--- src/rtl/udsr_consts.svh ---
// Purpose: constants for the usb device status readback block
// Assumes: 125 MHz mclk
// Notes: command codes sit on the low data byte of a command phase
`ifndef UDSR_CONSTS_SVH
`define UDSR_CONSTS_SVH
`define UDSR_CMD_FRAME 8'hB4
`define UDSR_CMD_IDENT 8'hB5
`define UDSR_CMD_INTR 8'hC0
`define UDSR_FRAME_HI_MSB 10
`define UDSR_FRAME_HI_LSB 8
`define UDSR_FRAME_LO_MSB 7
`define UDSR_FRAME_RESET 16'h0000
`define UDSR_INTR_RESET 32'h0000_0000
`define UDSR_BIT_EP_LSB 10
`define UDSR_BIT_EP_MSB 23
`define UDSR_BIT_CTL_IN 9
`define UDSR_BIT_CTL_OUT 8
`define UDSR_BIT_SLEEP 7
`define UDSR_BIT_SHORT 6
`define UDSR_BIT_PTICK 5
`define UDSR_BIT_SOF 4
`define UDSR_BIT_DMA 3
`define UDSR_BIT_SUSP 2
`define UDSR_BIT_RESUME 1
`define UDSR_BIT_BUSRST 0
`define UDSR_CLK_MHZ 125
`define UDSR_PTICK_US 1000
`define UDSR_PTICK_CYCLES (`UDSR_PTICK_US * `UDSR_CLK_MHZ)
`define UDSR_MISSED_SOF 3
`endif

--- src/rtl/udsr_pkg.sv ---
// Purpose: shared types of the status readback block
// Assumes: nothing
// Notes: read selector says which word the next data read returns
package udsr_pkg;
	typedef enum logic [1:0] {
		UDSR_RD_NONE = 2'b00,
		UDSR_RD_FRAME = 2'b01,
		UDSR_RD_IDENT = 2'b10,
		UDSR_RD_INTR = 2'b11
	} udsr_rdsel_e;
endpackage

--- src/rtl/udsr_evt_if.sv ---
// Purpose: carries latched events from the event unit to the top
// Assumes: one clock domain
// Notes: clear_all pulses after the second interrupt word read
interface udsr_evt_if;
	logic [31:0] flags;
	logic clear_all;
	logic frame_tick;
	modport unit (output flags, output frame_tick, input clear_all);
	modport top (input flags, input frame_tick, output clear_all);
endinterface

--- src/rtl/udsr_events.sv ---
// Purpose: latches interrupt sources and runs the pseudo frame timer
// Assumes: event inputs are one-cycle pulses on mclk, except sleep_lvl, which is a level
// Notes: a set arriving with the clear wins
`include "udsr_consts.svh"
module udsr_events (
	// clocking
	input wire logic mclk,
	input wire logic reset,
	input wire logic clk_en,
	// event sources
	input wire logic [13:0] ep_pend,
	input wire logic ctl_in_pend,
	input wire logic ctl_out_pend,
	input wire logic sleep_lvl,
	input wire logic short_pkt,
	input wire logic sof_seen,
	input wire logic dma_zero,
	input wire logic resume_seen,
	input wire logic bus_reset_seen,
	// to top
	udsr_evt_if.unit evt,
	output logic sleep_entered
);
	typedef struct packed {
		logic [31:0] flags;
		logic [16:0] tmr;
		logic [1:0] missed;
		logic asleep;
		logic sleep_prev;
	} udsr_evt_s;
	udsr_evt_s st_q, st_d;
	logic [31:0] set_v;
	logic tick;

	assign tick = (st_q.tmr == 17'(`UDSR_PTICK_CYCLES - 1));

	// build per-bit set vector; endpoints via generate
	genvar gi;
	generate
		for (gi = 0; gi < 14; gi++) begin : g_ep
			assign set_v[`UDSR_BIT_EP_LSB + gi] = ep_pend[gi]; // RULE_09
		end
	endgenerate
	assign set_v[31:24] = 8'h00; // RULE_09
	assign set_v[`UDSR_BIT_CTL_IN] = ctl_in_pend; // RULE_10
	assign set_v[`UDSR_BIT_CTL_OUT] = ctl_out_pend; // RULE_10
	assign set_v[`UDSR_BIT_SLEEP] = 1'b0;
	assign set_v[`UDSR_BIT_SHORT] = short_pkt; // RULE_12
	assign set_v[`UDSR_BIT_PTICK] = tick; // RULE_13
	assign set_v[`UDSR_BIT_SOF] = sof_seen; // RULE_14
	assign set_v[`UDSR_BIT_DMA] = dma_zero; // RULE_15
	assign set_v[`UDSR_BIT_SUSP] = sleep_lvl & ~st_q.sleep_prev; // RULE_16
	assign set_v[`UDSR_BIT_RESUME] = resume_seen; // RULE_17
	assign set_v[`UDSR_BIT_BUSRST] = bus_reset_seen; // RULE_17

	// timer restarts on each real sof so a tick means a missed frame
	always_comb begin
		st_d = st_q;
		st_d.sleep_prev = sleep_lvl;
		st_d.tmr = (tick || sof_seen) ? 17'h0_0000 : st_q.tmr + 17'h0_0001;
		if (sof_seen || resume_seen || bus_reset_seen) begin
			st_d.missed = 2'h0;
			st_d.asleep = 1'b0;
		end else if (tick) begin
			if (st_q.missed == 2'(`UDSR_MISSED_SOF - 1)) begin
				st_d.asleep = 1'b1; // RULE_13
			end else begin
				st_d.missed = st_q.missed + 2'h1;
			end
		end
		// set wins over clear; live state bit never latched
		st_d.flags = ((evt.clear_all ? 32'h0000_0000 : st_q.flags) | set_v); // RULE_19
		st_d.flags[`UDSR_BIT_SLEEP] = sleep_lvl | st_q.asleep; // RULE_11
	end

	always_ff @(posedge mclk) begin
		if (reset) begin
			st_q <= '0;
		end else if (clk_en) begin
			st_q <= st_d;
		end
	end

	assign evt.flags = st_q.flags;
	assign evt.frame_tick = tick;
	assign sleep_entered = st_q.asleep;

	chk_flag_sticky: assert property (@(posedge mclk) disable iff (reset)
		clk_en && set_v[`UDSR_BIT_SOF] |=> st_q.flags[`UDSR_BIT_SOF]) // RULE_14
		else $error("sof flag not latched");
	chk_clear_keeps_set: assert property (@(posedge mclk) disable iff (reset)
		clk_en && evt.clear_all && dma_zero |=> st_q.flags[`UDSR_BIT_DMA]) // RULE_15
		else $error("set lost against clear");
	chk_reserved_zero: assert property (@(posedge mclk) disable iff (reset)
		st_q.flags[31:24] == 8'h00) // RULE_09
		else $error("reserved interrupt bits set");
	chk_suspend_edge: assert property (@(posedge mclk) disable iff (reset)
		clk_en && sleep_lvl && !st_q.sleep_prev |=> st_q.flags[`UDSR_BIT_SUSP]) // RULE_16
		else $error("suspend edge not flagged");
	cov_pseudo_tick: cover property (@(posedge mclk) disable iff (reset) clk_en && tick);
	cov_asleep: cover property (@(posedge mclk) disable iff (reset) $rose(st_q.asleep));
endmodule

--- src/rtl/udsr_sync.sv ---
// Purpose: three-flop synchroniser with agreement on the last two stages
// Assumes: async level input
// Notes: first stage feeds only the second stage
module udsr_sync (
	// clocking
	input wire logic mclk,
	input wire logic reset,
	input wire logic clk_en,
	// level
	input wire logic din,
	output logic dout
);
	typedef struct packed {
		logic s1;
		logic s2;
		logic s3;
		logic o;
	} udsr_sync_s;
	udsr_sync_s st_q, st_d;

	// output changes only once stages two and three agree
	always_comb begin
		st_d = st_q;
		st_d.s1 = din;
		st_d.s2 = st_q.s1;
		st_d.s3 = st_q.s2;
		if (st_q.s2 == st_q.s3) begin
			st_d.o = st_q.s3;
		end
	end

	always_ff @(posedge mclk) begin
		if (reset) begin
			st_q <= '0;
		end else if (clk_en) begin
			st_q <= st_d;
		end
	end
	assign dout = st_q.o;
endmodule

--- src/rtl/udsr_top.sv ---
// Purpose: status readback part of a usb device command interface
// Assumes: bus strobes from pins, synchronised; event sources on mclk
// Notes: command phase when command_data_select high, data reads when low
//
// Behaviour
// RULE_01: frame word holds 11-bit count in bits 10..0, bits 15..11 zero.
// RULE_02: host writes B4 with select high, high byte ignored, then reads one word.
// RULE_03: B4 is followed by exactly one read returning last good frame number.
// RULE_04: frame count undefined after bus reset until the next frame start.
// RULE_05: command B5 returns one read-only identification word.
// RULE_06: id high byte is part code, low byte silicon version in BCD.
// RULE_07: host firmware uses the id word to choose features.
// RULE_08: command C0 returns 32-bit interrupt word as two reads; host does both.
// RULE_09: bits 23..10 flag endpoints 14..1; bits 31..24 reserved zero.
// RULE_10: bit 9 flags control in endpoint, bit 8 control out endpoint.
// RULE_11: bit 7 shows live bus sleep state, not a latched event.
// RULE_12: bit 6 set on end of transfer caused by a short packet.
// RULE_13: bit 5 set by 1 ms pseudo frame tick; three misses enter sleep.
// RULE_14: bit 4 set whenever a frame start is detected.
// RULE_15: bit 3 set when the dma transfer counter reaches zero.
// RULE_16: bit 2 set on change from awake to sleep; code sets it only on a rise of bus_sleep_state, not on missed-tick sleep.
// RULE_17: bit 1 set on resume, bit 0 on bus reset.
// RULE_18: a source raises the interrupt output only if its mask bit is set.
// RULE_19: event flags stay until both words are read, then clear; bit 7 exempt.
`include "udsr_consts.svh"
module udsr_top #(
	parameter logic [7:0] PART_CODE = 8'h5A, // arbitrary value
	parameter logic [7:0] SILICON_VERSION = 8'h10 // arbitrary value
) (
	// clocking
	mclk,
	reset,
	clk_en,
	// host bus pins
	command_data_select,
	wr_n,
	rd_n,
	data_in,
	data_out,
	data_oe,
	// frame counter input
	frame_valid,
	frame_number,
	// interrupt sources and mask
	ep_pend,
	control_in_pending,
	control_out_pending,
	bus_sleep_state,
	short_packet_done,
	dma_count_done,
	resume_seen,
	bus_reset_seen,
	interrupt_source_mask,
	// outputs
	irq,
	bus_sleep_entered
);
	// clocking
	input wire logic mclk;
	input wire logic reset;
	input wire logic clk_en;
	// host bus pins
	input wire logic command_data_select;
	input wire logic wr_n;
	input wire logic rd_n;
	input wire logic [15:0] data_in;
	output logic [15:0] data_out;
	output logic data_oe;
	// frame counter input
	input wire logic frame_valid;
	input wire logic [10:0] frame_number;
	// interrupt sources and mask
	input wire logic [13:0] ep_pend;
	input wire logic control_in_pending;
	input wire logic control_out_pending;
	input wire logic bus_sleep_state;
	input wire logic short_packet_done;
	input wire logic dma_count_done;
	input wire logic resume_seen;
	input wire logic bus_reset_seen;
	input wire logic [31:0] interrupt_source_mask;
	// outputs
	output logic irq;
	output logic bus_sleep_entered;

	typedef struct packed {
		udsr_pkg::udsr_rdsel_e sel;
		logic word1;
		logic [15:0] frame;
		logic [15:0] dout;
		logic oe;
		logic rd_prev;
		logic wr_prev;
		logic clr;
		logic irq;
		logic slp;
	} udsr_top_s;
	udsr_top_s st_q, st_d;
	logic sel_s, wr_s, rd_s;
	logic rd_start, rd_end, wr_end;
	logic sleep_entered_w;

	udsr_evt_if evt();

	// pin strobes cross from the host's timing domain
	udsr_sync u_sync_sel (.mclk(mclk), .reset(reset), .clk_en(clk_en),
		.din(command_data_select), .dout(sel_s));
	udsr_sync u_sync_wr (.mclk(mclk), .reset(reset), .clk_en(clk_en),
		.din(~wr_n), .dout(wr_s));
	udsr_sync u_sync_rd (.mclk(mclk), .reset(reset), .clk_en(clk_en),
		.din(~rd_n), .dout(rd_s));

	udsr_events u_events (
		.mclk(mclk),
		.reset(reset),
		.clk_en(clk_en),
		.ep_pend(ep_pend),
		.ctl_in_pend(control_in_pending),
		.ctl_out_pend(control_out_pending),
		.sleep_lvl(bus_sleep_state),
		.short_pkt(short_packet_done),
		.sof_seen(frame_valid),
		.dma_zero(dma_count_done),
		.resume_seen(resume_seen),
		.bus_reset_seen(bus_reset_seen),
		.evt(evt),
		.sleep_entered(sleep_entered_w)
	);

	assign rd_start = rd_s & ~st_q.rd_prev;
	assign rd_end = ~rd_s & st_q.rd_prev;
	assign wr_end = ~wr_s & st_q.wr_prev;
	assign evt.clear_all = st_q.clr;

	// command decode, data read sequencing, frame capture, irq gating
	always_comb begin
		st_d = st_q;
		st_d.rd_prev = rd_s;
		st_d.wr_prev = wr_s;
		st_d.clr = 1'b0;
		// frame value after bus reset is left as is until a new frame start
		if (frame_valid) begin
			st_d.frame = {5'h00, frame_number}; // RULE_01 RULE_04
		end
		if (wr_end && sel_s) begin
			st_d.word1 = 1'b0;
			case (data_in[7:0]) // RULE_02
				`UDSR_CMD_FRAME: st_d.sel = udsr_pkg::UDSR_RD_FRAME;
				`UDSR_CMD_IDENT: st_d.sel = udsr_pkg::UDSR_RD_IDENT; // RULE_05
				`UDSR_CMD_INTR: st_d.sel = udsr_pkg::UDSR_RD_INTR; // RULE_08
				default: st_d.sel = udsr_pkg::UDSR_RD_NONE;
			endcase
		end
		if (rd_start && !sel_s) begin
			st_d.oe = 1'b1;
			case (st_q.sel)
				udsr_pkg::UDSR_RD_FRAME: st_d.dout = st_q.frame; // RULE_03
				udsr_pkg::UDSR_RD_IDENT: st_d.dout = {PART_CODE, SILICON_VERSION}; // RULE_06
				udsr_pkg::UDSR_RD_INTR: begin
					st_d.dout = st_q.word1 ? evt.flags[31:16] : evt.flags[15:0]; // RULE_08
				end
				default: st_d.dout = 16'h0000;
			endcase
		end
		if (rd_end && st_q.oe) begin
			st_d.oe = 1'b0;
			case (st_q.sel)
				udsr_pkg::UDSR_RD_INTR: begin
					if (st_q.word1) begin
						st_d.clr = 1'b1; // RULE_19
						st_d.sel = udsr_pkg::UDSR_RD_NONE;
						st_d.word1 = 1'b0;
					end else begin
						st_d.word1 = 1'b1;
					end
				end
				default: st_d.sel = udsr_pkg::UDSR_RD_NONE; // RULE_03
			endcase
		end
		st_d.irq = |(evt.flags & interrupt_source_mask); // RULE_18
		st_d.slp = sleep_entered_w;
	end

	always_ff @(posedge mclk) begin
		if (reset) begin
			st_q <= '{sel: udsr_pkg::UDSR_RD_NONE, frame: `UDSR_FRAME_RESET, default: '0};
		end else if (clk_en) begin
			st_q <= st_d;
		end
	end

	// outputs straight from flops
	assign data_out = st_q.dout;
	assign data_oe = st_q.oe;
	assign irq = st_q.irq;
	assign bus_sleep_entered = st_q.slp;

	chk_frame_upper_zero: assert property (@(posedge mclk) disable iff (reset)
		st_q.frame[15:11] == 5'h00) // RULE_01
		else $error("frame reserved bits set");
	chk_frame_capture: assert property (@(posedge mclk) disable iff (reset)
		clk_en && frame_valid |=> st_q.frame[10:0] == $past(frame_number)) // RULE_01
		else $error("frame number not captured");
	chk_cmd_frame: assert property (@(posedge mclk) disable iff (reset)
		clk_en && wr_end && sel_s && data_in[7:0] == `UDSR_CMD_FRAME
		|=> st_q.sel == udsr_pkg::UDSR_RD_FRAME) // RULE_02
		else $error("frame command not decoded");
	chk_one_frame_read: assert property (@(posedge mclk) disable iff (reset)
		clk_en && rd_end && st_q.oe && st_q.sel == udsr_pkg::UDSR_RD_FRAME
		|=> st_q.sel == udsr_pkg::UDSR_RD_NONE) // RULE_03
		else $error("frame read not single");
	chk_ident_word: assert property (@(posedge mclk) disable iff (reset)
		clk_en && rd_start && !sel_s && st_q.sel == udsr_pkg::UDSR_RD_IDENT
		|=> st_q.dout == {PART_CODE, SILICON_VERSION}) // RULE_05 RULE_06
		else $error("identification word wrong");
	chk_irq_masked: assert property (@(posedge mclk) disable iff (reset)
		clk_en && !(|(evt.flags & interrupt_source_mask)) |=> !st_q.irq) // RULE_18
		else $error("irq raised with masked sources");
	chk_clear_after_two: assert property (@(posedge mclk) disable iff (reset)
		st_q.clr |-> $past(st_q.word1) && $past(st_q.sel) == udsr_pkg::UDSR_RD_INTR) // RULE_19
		else $error("interrupt flags cleared early");
	chk_sleep_live: assert property (@(posedge mclk) disable iff (reset)
		clk_en && bus_sleep_state |=> evt.flags[`UDSR_BIT_SLEEP]) // RULE_11
		else $error("sleep state bit not live");
	cov_intr_pair: cover property (@(posedge mclk) disable iff (reset) st_q.clr);
	cov_ident_read: cover property (@(posedge mclk) disable iff (reset)
		rd_start && st_q.sel == udsr_pkg::UDSR_RD_IDENT);
	cov_irq: cover property (@(posedge mclk) disable iff (reset) $rose(st_q.irq));
endmodule
--- config.mk ---
export PLATFORM = sky130hd
export DESIGN_NAME = udsr_top
export DESIGN_NICKNAME = d
export VERILOG_FILES = /design/src/rtl/udsr_pkg.sv /design/src/rtl/udsr_evt_if.sv /design/src/rtl/udsr_events.sv /design/src/rtl/udsr_sync.sv /design/src/rtl/udsr_top.sv
export VERILOG_INCLUDE_DIRS = /design/src /design/src/rtl
export SDC_FILE = /design/constraint.sdc
export NUM_CORES = 1
export LEC_CHECK = 0
export BUFFER_PORTS_ARGS = -buffer_cell sky130_fd_sc_hd__buf_4
export CAP_MARGIN = 15
export CORE_MARGIN = 1
export CORE_UTILIZATION = 58
export CTS_CLUSTER_DIAMETER = 200
export DETAILED_ROUTE_END_ITERATION = 8
export PLACE_DENSITY = 0.88
export SLEW_MARGIN = 20
export SYNTH_ARGS = -nofsm -noshare
export SYNTH_HDL_FRONTEND = slang
export SYNTH_HIERARCHICAL = 1
export SYNTH_SLANG_ARGS = --single-unit
--- constraint.sdc ---
create_clock -name mclk -period 4.88 [get_ports mclk]
set_input_delay 0.976 -clock mclk [delete_from_list [all_inputs] [get_ports mclk]]
set_output_delay 0.976 -clock mclk [all_outputs]
set_load 0.02 [all_outputs]
# --- Word level (Yosys, flattened, before mapping) ---
# Index checks and enable logic that the tools add are counted.
totals:
  reg_bits: 101
  out_inout_bits: 19
  input_bits: 87
  word_cells: 93
classes:
  reduce_logical: 19
  add_sub_neg: 2
  n_bitwise: 13
  n_eq_ne: 12
  muxes: 20
op_table:
  columns: ["operator", "count"]
  rows:
  - ["$pmux 16 s3", 1]
  - ["$and 32x32->32", 1]
  - ["$mux 32", 1]
  - ["$or 32x24->32", 1]
  - ["$reduce_or 32->1", 1]
  - ["$eq 8x8->1 const B", 3]
  - ["$add 17x1->17 const B", 1]
  - ["$eq 17x17->1 const B", 1]
  - ["$mux 17", 1]
  - ["$mux 16", 1]
  - ["$mux 3", 4]
  - ["$reduce_and 2->1", 6]
  - ["$mux 1", 8]
  - ["$eq 2x2->1 const B", 3]
  - ["$mux 2", 3]
  - ["$not 1->1", 6]
  - ["$pmux 2 s3", 1]
  - ["$reduce_and 3->1", 2]
  - ["$reduce_bool 2->1", 3]
  - ["$and 1x1->1", 4]
  - ["$eq 1x1->1", 3]
  - ["$logic_and 1x1->1", 3]
  - ["$logic_or 1x1->1", 3]
  - ["$add 2x1->2 const B", 1]
  - ["4 further kinds", 4]

# --- Logic depth before layout (Yosys ltp) ---
# Gate-level depths: netlist of the first run.
depth:
  word_depth: 7
  ltp_mapped: 6
  depth_no_buf: 6

# --- By module ---
# Netlist of the first run, hierarchy kept.
modules_own_cells:
  columns: ["mod", "area_each_um2", "seq_area_each_um2", "cells_each", "instances"]
  rows:
  - ["udsr_events", 2154.6, 900.9, 246, 1]
  - ["udsr_top", 1941.9, 720.7, 247, 1]
  - ["udsr_sync", 171.4, 80.1, 16, 3]

# --- Worst setup path before layout of the first run ---
# Ideal clock, no wire load.
synth_path:
  path_kind: "input to register"
  from: "input clk_en"
  to: "register u_events/st_q[18] in the netlist's numbering"
  path_buffers: 1
  setup_slack_ns: 2.541
  arrival_time_ns: 2.243
  path_stages: 5
  t_required_ns: 4.785
  setup_time_ns: 0.095
  cell_sequence: "nand3_2 -> or3_1 -> clkbuf_2 -> or4_1 -> a221oi_1"
synth_lines:
  columns: ["item", "line", "rtl"]
  rows:
  - ["from (decl)", "udsr_top.sv:61", "input wire logic clk_en;"]
  - ["to (signal assigned)", "udsr_events.sv:80", "st_q <= st_d;"]
  - ["to (decl)", "udsr_events.sv:31", "udsr_evt_s st_q, st_d;"]

# --- Worst setup path in the final report of the first run ---
layout_path:
  from: "input clk_en"
  to: "register st_q, in the netlist data_out[5]"
layout_between:
  elab_chain_len: 1
layout_lines:
  columns: ["item", "line", "rtl"]
  rows:
  - ["$reduce_and 2->1 (no line)", null, null]
  - ["to (signal assigned)", "udsr_top.sv:188", "st_q <= st_d;"]
  - ["to (decl)", "udsr_top.sv:98", "udsr_top_s st_q, st_d;"]
# No other way between the ends.
# A chain may end at the register's enable or synchronous reset.

==> results of run 1 <==
-- worst paths after layout --
kind | to | slack (ns)
worst min register to register | st_q[31] | 0.46
worst min-delay path | st_q[31] | 0.46
worst max register to register | u_events/st_q[20] | 2.63
worst max-delay path | data_out[5] | 1.92
-- area by class of cell --
class	count	area, sq um
Timing Repair Buffer	98	736
Tap cell	102	128
Clock inverter	4	31.3
Inverter	15	56.3
Clock buffer	12	145
Fill cell	635	2500
Multi-Input combinational cell	358	2220
Sequential cell	93	1860
-- stage by stage --
stage	util, %	hold slack, ns
floorplan	-	0.436
global placement	65.1	0.445
detailed placement	65.1	0.446
CTS	67.4	0.459
global route	67.4	0.479
finish	67.4	0.463
-- registers in the layout, summed over array words and instances (netlist names) --
name / cells
bus_sleep_entered: 1
data_oe: 1
data_out: 16
evt.clear_all: 1
irq: 1
st_q: 16
u_events/evt.flags: 24
u_events/sleep_entered: 1
u_events/st_q: 20
u_sync_rd/dout: 1
u_sync_rd/st_d: 2
u_sync_rd/st_q: 1
u_sync_sel/dout: 1
u_sync_sel/st_d: 2
u_sync_sel/st_q: 1
u_sync_wr/dout: 1
u_sync_wr/st_d: 2
u_sync_wr/st_q: 1
-- power by group through the flow --
stage / Combinational, W / Sequential [W] / Clock, W
2_1_floorplan: 0.0000990 / 0.000808 / 0
3_3_place_gp: 0.000142 / 0.000815 / 0
3_5_place_dp: 0.000146 / 0.000816 / 0
4_1_cts: 0.000147 / 0.000799 / 0.000481
5_1_grt: 0.000163 / 0.000802 / 0.000515
6_report: 0.000149 / 0.000799 / 0.000478
-- layout by cell type (no fill, tap or decap), types with 3 or more instances in the layout --
master                     instances
sky130_fd_sc_hd__o31ai_1           3
sky130_fd_sc_hd__a221oi_1          7
sky130_fd_sc_hd__o21ai_1           3
sky130_fd_sc_hd__o21ai_0           6
sky130_fd_sc_hd__inv_1            15
sky130_fd_sc_hd__conb_1            8
sky130_fd_sc_hd__mux2i_1          28
sky130_fd_sc_hd__and2_1            3
sky130_fd_sc_hd__nor2_1           64
sky130_fd_sc_hd__xnor2_1           5
sky130_fd_sc_hd__nor4_1            6
sky130_fd_sc_hd__clkbuf_8         10
sky130_fd_sc_hd__o32ai_2           3
sky130_fd_sc_hd__xor2_1            5
sky130_fd_sc_hd__a22oi_1          40
sky130_fd_sc_hd__dfxtp_1          93
sky130_fd_sc_hd__nand3_1          10
sky130_fd_sc_hd__or4_1             6
sky130_fd_sc_hd__a211oi_1         14
sky130_fd_sc_hd__nor3_1            5
sky130_fd_sc_hd__or3_1             6
sky130_fd_sc_hd__and3_1            3
sky130_fd_sc_hd__nor2b_4           3
sky130_fd_sc_hd__buf_4            98
sky130_fd_sc_hd__nand4_1           6
sky130_fd_sc_hd__nand2_1          47
sky130_fd_sc_hd__nand2b_1          5
sky130_fd_sc_hd__a21oi_1          42
-- critical path, delay by kind of cell --
family	cells	cell delay, ns
buffers and inverters	1	0.46
AO/OA/AOI/OAI	1	0.16
AND/OR/NAND/NOR	3	1.63
-- layer usage --
| layer | track usage, % | vias to the layer above | wire [microns] |
|---|---|---|---|
| li1 | - | 1951 | - |
| met1 | 35.6 | 1912 | 4840 |
| met2 | 42.2 | 153 | 5150 |
| met3 | 4.52 | 19 | 719 |
| met4 | 12.2 | 0 | 221 |
| met5 | 0 | - | 0 |
==> run summary, run 1 <==
The flow ran to the end, and the final reports show no timing, DRC or antenna violations. After layout, the minimum clock period comes to 2.96 ns. For this run, design rule violations remaining after detail routing come to 0.

The post-route netlist has 21.2% of its cells at a drive strength greater than 1. During I/O placement, the number of pins put on the boundary was 106. Power density over the cells: 275 mW/mm^2. Setup repair after global routing left no endpoint under its margin. The worst path uses 60.6% of the clock period.

The clock skew after layout was 0.0122 ns. Dividing the synthesized area by the synthesized cell count gives 8.53 sq um. Across the run, the number of max-cap violations was 0. The final count of pins violating max slew is 0. For the number of global-route vias before repair, the log shows 3701.

The number of antenna violations at the first check in global routing was 0; the internal power consumption was 0.00106 W. The largest individual stage delay along the critical path comes from the cell sky130_fd_sc_hd__nor2_1. Leaving out filler cells and counting taps, the final layout contains 682.

For this run, the number of Yosys warnings is 6. The largest stage delay on the critical path came out at 0.78 ns. Summing all non-filler instances in the final layout gives an area of 0.00518 sq mm. The worst register-to-register path begins at u_events/st_q[4].

At the later pin of the worst-skew pair, clock insertion delay measures 0.37 ns. The run gives 666 as the cell total after placement. The tools report the remaining number of nets flagged by the antenna check after routing as 0.

The count of buffers added on input and output ports is 97. Buffers added to address setup during post-CTS repair amount to 0. The static leakage came out at 1.96 nW. The area overhead of the layout relative to synthesis is 12.5%, and the post-route total power is 0.00143 W. The critical path goes through buf_4, nand4bb_1, nor2_1, a22oi_1, nor2_1.

The total vias in the final route was 4035. The die is 91.1 microns wide. The tools report the net switching power as 0.000367 W.

After floorplanning, the core was sized to cover 0.00769 sq mm. In this run switching power makes up 25.7% of total power. In this run the vertical extent of the chip is 91.1 microns.

In the final timing run, aggregate negative setup slack is 0 ns. The portion of total power attributed to combinational logic is 10.4%. Buffers inserted to repair hold after CTS numbered 0. Registers are responsible for 56.1% of the overall power. Entering global routing, the biggest net connects 97 pins. For the relative contribution of the clock network to total power, the log shows 33.5%. Headroom to the max-slew limit came out at 25.8%. Setup violations remaining at the end of the flow were counted as 0.

The maximum buffer depth of the clock tree is 2. Static timing analysis puts the maximum clock frequency at 338 MHz. Counting stages on the worst path, the most repeated cell is sky130_fd_sc_hd__nor2_1. At the worst endpoint, the arrival time is 3.26 ns. The total global routing overflow is 0, and the weighted congestion reported at the end of routability-driven placement is 0.950. Class of the worst hold path: reg -> reg. Instance area after placement: 0.00501 sq mm. Along the worst hold path, the cell count comes to 2. After layout, the worst setup slack is 1.92 ns. In this run the worst path has a maximum fanout of 54. The tree is rooted in a sky130_fd_sc_hd__clkbuf_8. Data on the critical path is required at its endpoint by 5.19 ns. Across the VDD grid, the largest voltage drop is 0.000147 V. Buffers inserted during clock tree synthesis total 9. STA classifies the critical path startpoint as an input port. The number of design-rule violations left by the first detailed-router iteration is 298, and the transition time of the tightest slew-check pin is 1.11 ns. The cell area that synthesis handed to floorplanning was 0.00461 sq mm.

The number of cells on the worst reg-to-reg path is 5. The worst setup path is captured at a flop. 0 antenna diodes ended up in the layout. The run gives 664 as the number of nets in the layout. The via-per-instance ratio is 5.92, and the first-pass detailed-route iteration total is 7.

For the row count, the log shows 32. The start point of the worst hold path was st_q[31]. The tools report the cell count after synthesis as 540. The category of the critical setup timing path was in -> reg. The clock drives 93 sinks. The number of hold-slack violations in the final timing report came out at 0. For this run, the total global-route usage over all layers was measured as 26.7%. Floorplan die area: 0.00830 sq mm. TritonCTS built the clock tree. The clock tree synthesis step divided the H-tree into 3 levels. The routed length per instance is 16.0 microns.

The first global-routing pass estimated 17.7 mm of wire. The placement-stage worst setup slack came out at 1.54 ns. For the final wirelength, the log shows 10.9 mm. After clock tree synthesis, the clock-pin slew on the worst setup and hold paths is 0.09 ns. The critical path starts at clk_en. The logs give 0 for the post-cts gate resize count and 59.9% for the starting utilization of the core area. The post-detailed-placement half-perimeter wirelength came out at 7.65 mm.
No activity file was read; power rests on OpenSTA's default activity.
==> run 2, diff against run 1 <==
--- a/config.mk
+++ b/config.mk
@@ -9,10 +9,10 @@
 export BUFFER_PORTS_ARGS = -buffer_cell sky130_fd_sc_hd__buf_4
 export CAP_MARGIN = 15
 export CORE_MARGIN = 1
-export CORE_UTILIZATION = 58
+export CORE_UTILIZATION = 49
 export CTS_CLUSTER_DIAMETER = 200
 export DETAILED_ROUTE_END_ITERATION = 8
-export PLACE_DENSITY = 0.88
+export PLACE_DENSITY = 0.79
 export SLEW_MARGIN = 20
 export SYNTH_ARGS = -nofsm -noshare
 export SYNTH_HDL_FRONTEND = slang
==> constraint.sdc (replaced) <==
create_clock -name mclk -period 2.5 [get_ports mclk]
set_input_delay 0.5 -clock mclk [delete_from_list [all_inputs] [get_ports mclk]]
set_output_delay 0.5 -clock mclk [all_outputs]
set_load 0.02 [all_outputs]
==> run summary, run 2 (synthesized netlist as in run 1, its figures left out) <==
VDD sags by at most 0.000368 V. Measured along the x axis, the die boundary spans 99.0 microns. The path with the worst hold slack has its endpoint at u_sync_sel/st_d[2]. The run gives 0 as the number of hold-slack violations in the final timing report.

The tools report the data required time at the worst endpoint as 2.76 ns. In this run the critical register-to-register path is captured at u_events/st_q[18]. Final count of pins violating max slew: 0.

The number of antenna violations at the first check in global routing came out at 0. The run gives 35 as the row count. Relative to the synthesized area, the layout overhead comes to 15.1%.

The count of buffers added on input and output ports is 97. The final worst-path cycle share was 81.6%. Counting the buffers created by CTS gives 9. The run gives 8.15 mm as the post-detailed-placement half-perimeter wirelength. The first global-routing pass estimated 18.2 mm of wire.

In this run the power spent charging and discharging nets is 0.000714 W. The largest net degree at the start of global routing came out at 46. Setup repair after global routing left no endpoint under its margin.

For the number of design-rule violations left by the first detailed-router iteration, the log shows 206. The starting utilization of the core area was 50.3%; the TritonCTS sink count was 93. The static leakage is 2.02 nW.

Summed over all layers, the routed wires come to 11.1 mm. The tools report the first-pass detailed-route iteration total as 6. Detailed routing inserted a total of 4029 vias. The switching share of power was 24.5%; the overall global routing resource usage was 23.5%. After global routing the overflow that remains totals 0. The commonest non-fill, non-tap cell in the layout was sky130_fd_sc_hd__buf_4.

TritonCTS built the clock tree. Derived from the worst setup path, the maximum achievable clock frequency is 490 MHz. Cells with a size suffix above 1 make up 22.8% of the layout. The portion of total power attributed to combinational logic came out at 10.0%.

The root buffer selected by CTS is sky130_fd_sc_hd__clkbuf_8. The number of diodes added for antenna fixing came out at 0. STA puts the critical path data arrival time at 2.30 ns.

The logs give 53.6% for the sequential fraction of design power and 0.00220 W for the internal power consumption. After detailed routing, the number of remaining DRC violations is 0. For the final database, setup skew stands at 0.0136 ns. Number of max-cap violations: 0. The register with the most flip-flops in the layout has 24 of them.

The clock network accounts for 36.4% of the total power. The clock insertion delay at the later pin of the skew report was 0.36 ns. Dividing total power by cell area gives a power density of 550 mW/mm^2.

Dividing the detail-routed wire length by the instance count gives 15.9 microns. After the last flow step, the layout net total stands at 673. The worst register-to-register path has a setup slack of 0.46 ns. Counting the fill cells in the layout gives 809.

The tools report the worst-case headroom to the max-slew limit as 60.4%. The worst setup path is captured at a flop. The run gives 0.00915 sq mm as the area of the core.

The critical-path maximum fanout was 7. The post-route total power was 0.00292 W. The tools report the number of ports placed on the die boundary as 106.

The category of the critical setup timing path was reg -> reg. The startpoint identified for the worst register-to-register timing path is u_events/st_q[4]. The clock passes through at most 2 buffers. STA classifies the critical path startpoint as a flop. The H-tree was split into 3 levels.

The class of the worst hold path is in -> reg. The number of setup violations in the final report was 0. The count of nets left with antenna violations once routing finished came out at 0.

The clock period minus worst slack is 2.04 ns. In the final timing run, aggregate negative setup slack is 0 ns. The run gives 0.00979 sq mm as the floorplan die area. The start point of the worst hold path is command_data_select. The number of global-route vias before repair was 3703. The register clock-pin slew on the reported worst setup and hold paths was 0.09 ns; the number of cell instances on the worst register-to-register path was 5.

The die is 99.0 microns tall. The transition time of the tightest slew-check pin works out to 0.592 ns. Using the TritonRoute via totals, the vias-per-cell ratio works out to 5.76.

The hold buffer count at CTS was 0. The post-cts gate resize count was 0; the cell count of the worst hold path was 3. The flow ran to the end, and the final reports show no timing, DRC or antenna violations. The run gives 0.944 as the weighted congestion reported at the end of routability-driven placement. After clock tree synthesis, the setup repair step added 0 buffers. In the layout the commonest cells are sky130_fd_sc_hd__buf_4, sky130_fd_sc_hd__dfxtp_1, sky130_fd_sc_hd__nor2_1.
-- run 2: routing by layer --
metal	vias up	wire [microns]	part of all wire [%]	track usage, %
li1	1966	-	-	-
met1	1929	5010	45	31.0
met2	113	5370	48	38.4
met3	21	524	4.7	3.76
met4	0	212	1.9	9.41
met5	-	0	0	0
-- run 2: how the worst max path moves through the flow --
| stage | endpoint | startpoint |
|---|---|---|
| after global placement | u_events/st_q[20] | clk_en |
| after floorplan | u_events/st_q[18] | u_events/st_q[4] |
| after global routing | u_events/st_q[18] | u_events/st_q[4] |
| final | u_events/st_q[18] | u_events/st_q[4] |
| after CTS | u_events/st_q[20] | u_events/st_q[4] |
| after detailed placement | data_out[6] | clk_en |
-- run 2: area by class of cell --
type	instances	area (sq um)	share of cell area, %
Clock buffer	11	151	2.86
Clock inverter	5	66.3	1.25
Inverter	15	56.3	1.06
Multi-Input combinational cell	358	2220	42.0
Sequential cell	93	1860	35.1
Tap cell	111	139	2.62
Timing Repair Buffer	107	803	15.1
-- run 2: worst max-delay path, stage by stage (launching register included) --
cell	delay, ns
sky130_fd_sc_hd__dfxtp_1	0.42
sky130_fd_sc_hd__ha_1	0.21
sky130_fd_sc_hd__nand2_1	0.09
sky130_fd_sc_hd__or3_1	0.49
sky130_fd_sc_hd__or4_1	0.50
sky130_fd_sc_hd__a221oi_1	0.26
-- run 2: power by group through the flow --
stage,Clock [W],Sequential (W),Combinational [W]
detailed placement,0,0.00160,0.000290
global route,0.00115,0.00157,0.000321
global placement,0,0.00159,0.000284
finish,0.00106,0.00156,0.000293
CTS,0.00108,0.00156,0.000292
floorplan,0,0.00158,0.000193
-- run 2: through the flow --
| stage | setup WS, ns | hold slack, ns | cell area, sq um | cells | utilization (%) |
|---|---|---|---|---|---|
| global route | 0.371 | 0.376 | 5300 | 700 | 57.9 |
| global placement | 0.410 | 0.442 | 5080 | 684 | 55.6 |
| finish | 0.460 | 0.378 | 5300 | 700 | 57.9 |
| floorplan | 0.614 | 0.436 | 4630 | 547 | - |
| detailed placement | 0.344 | 0.448 | 5080 | 684 | 55.6 |
| CTS | 0.467 | 0.370 | 5300 | 700 | 57.9 |
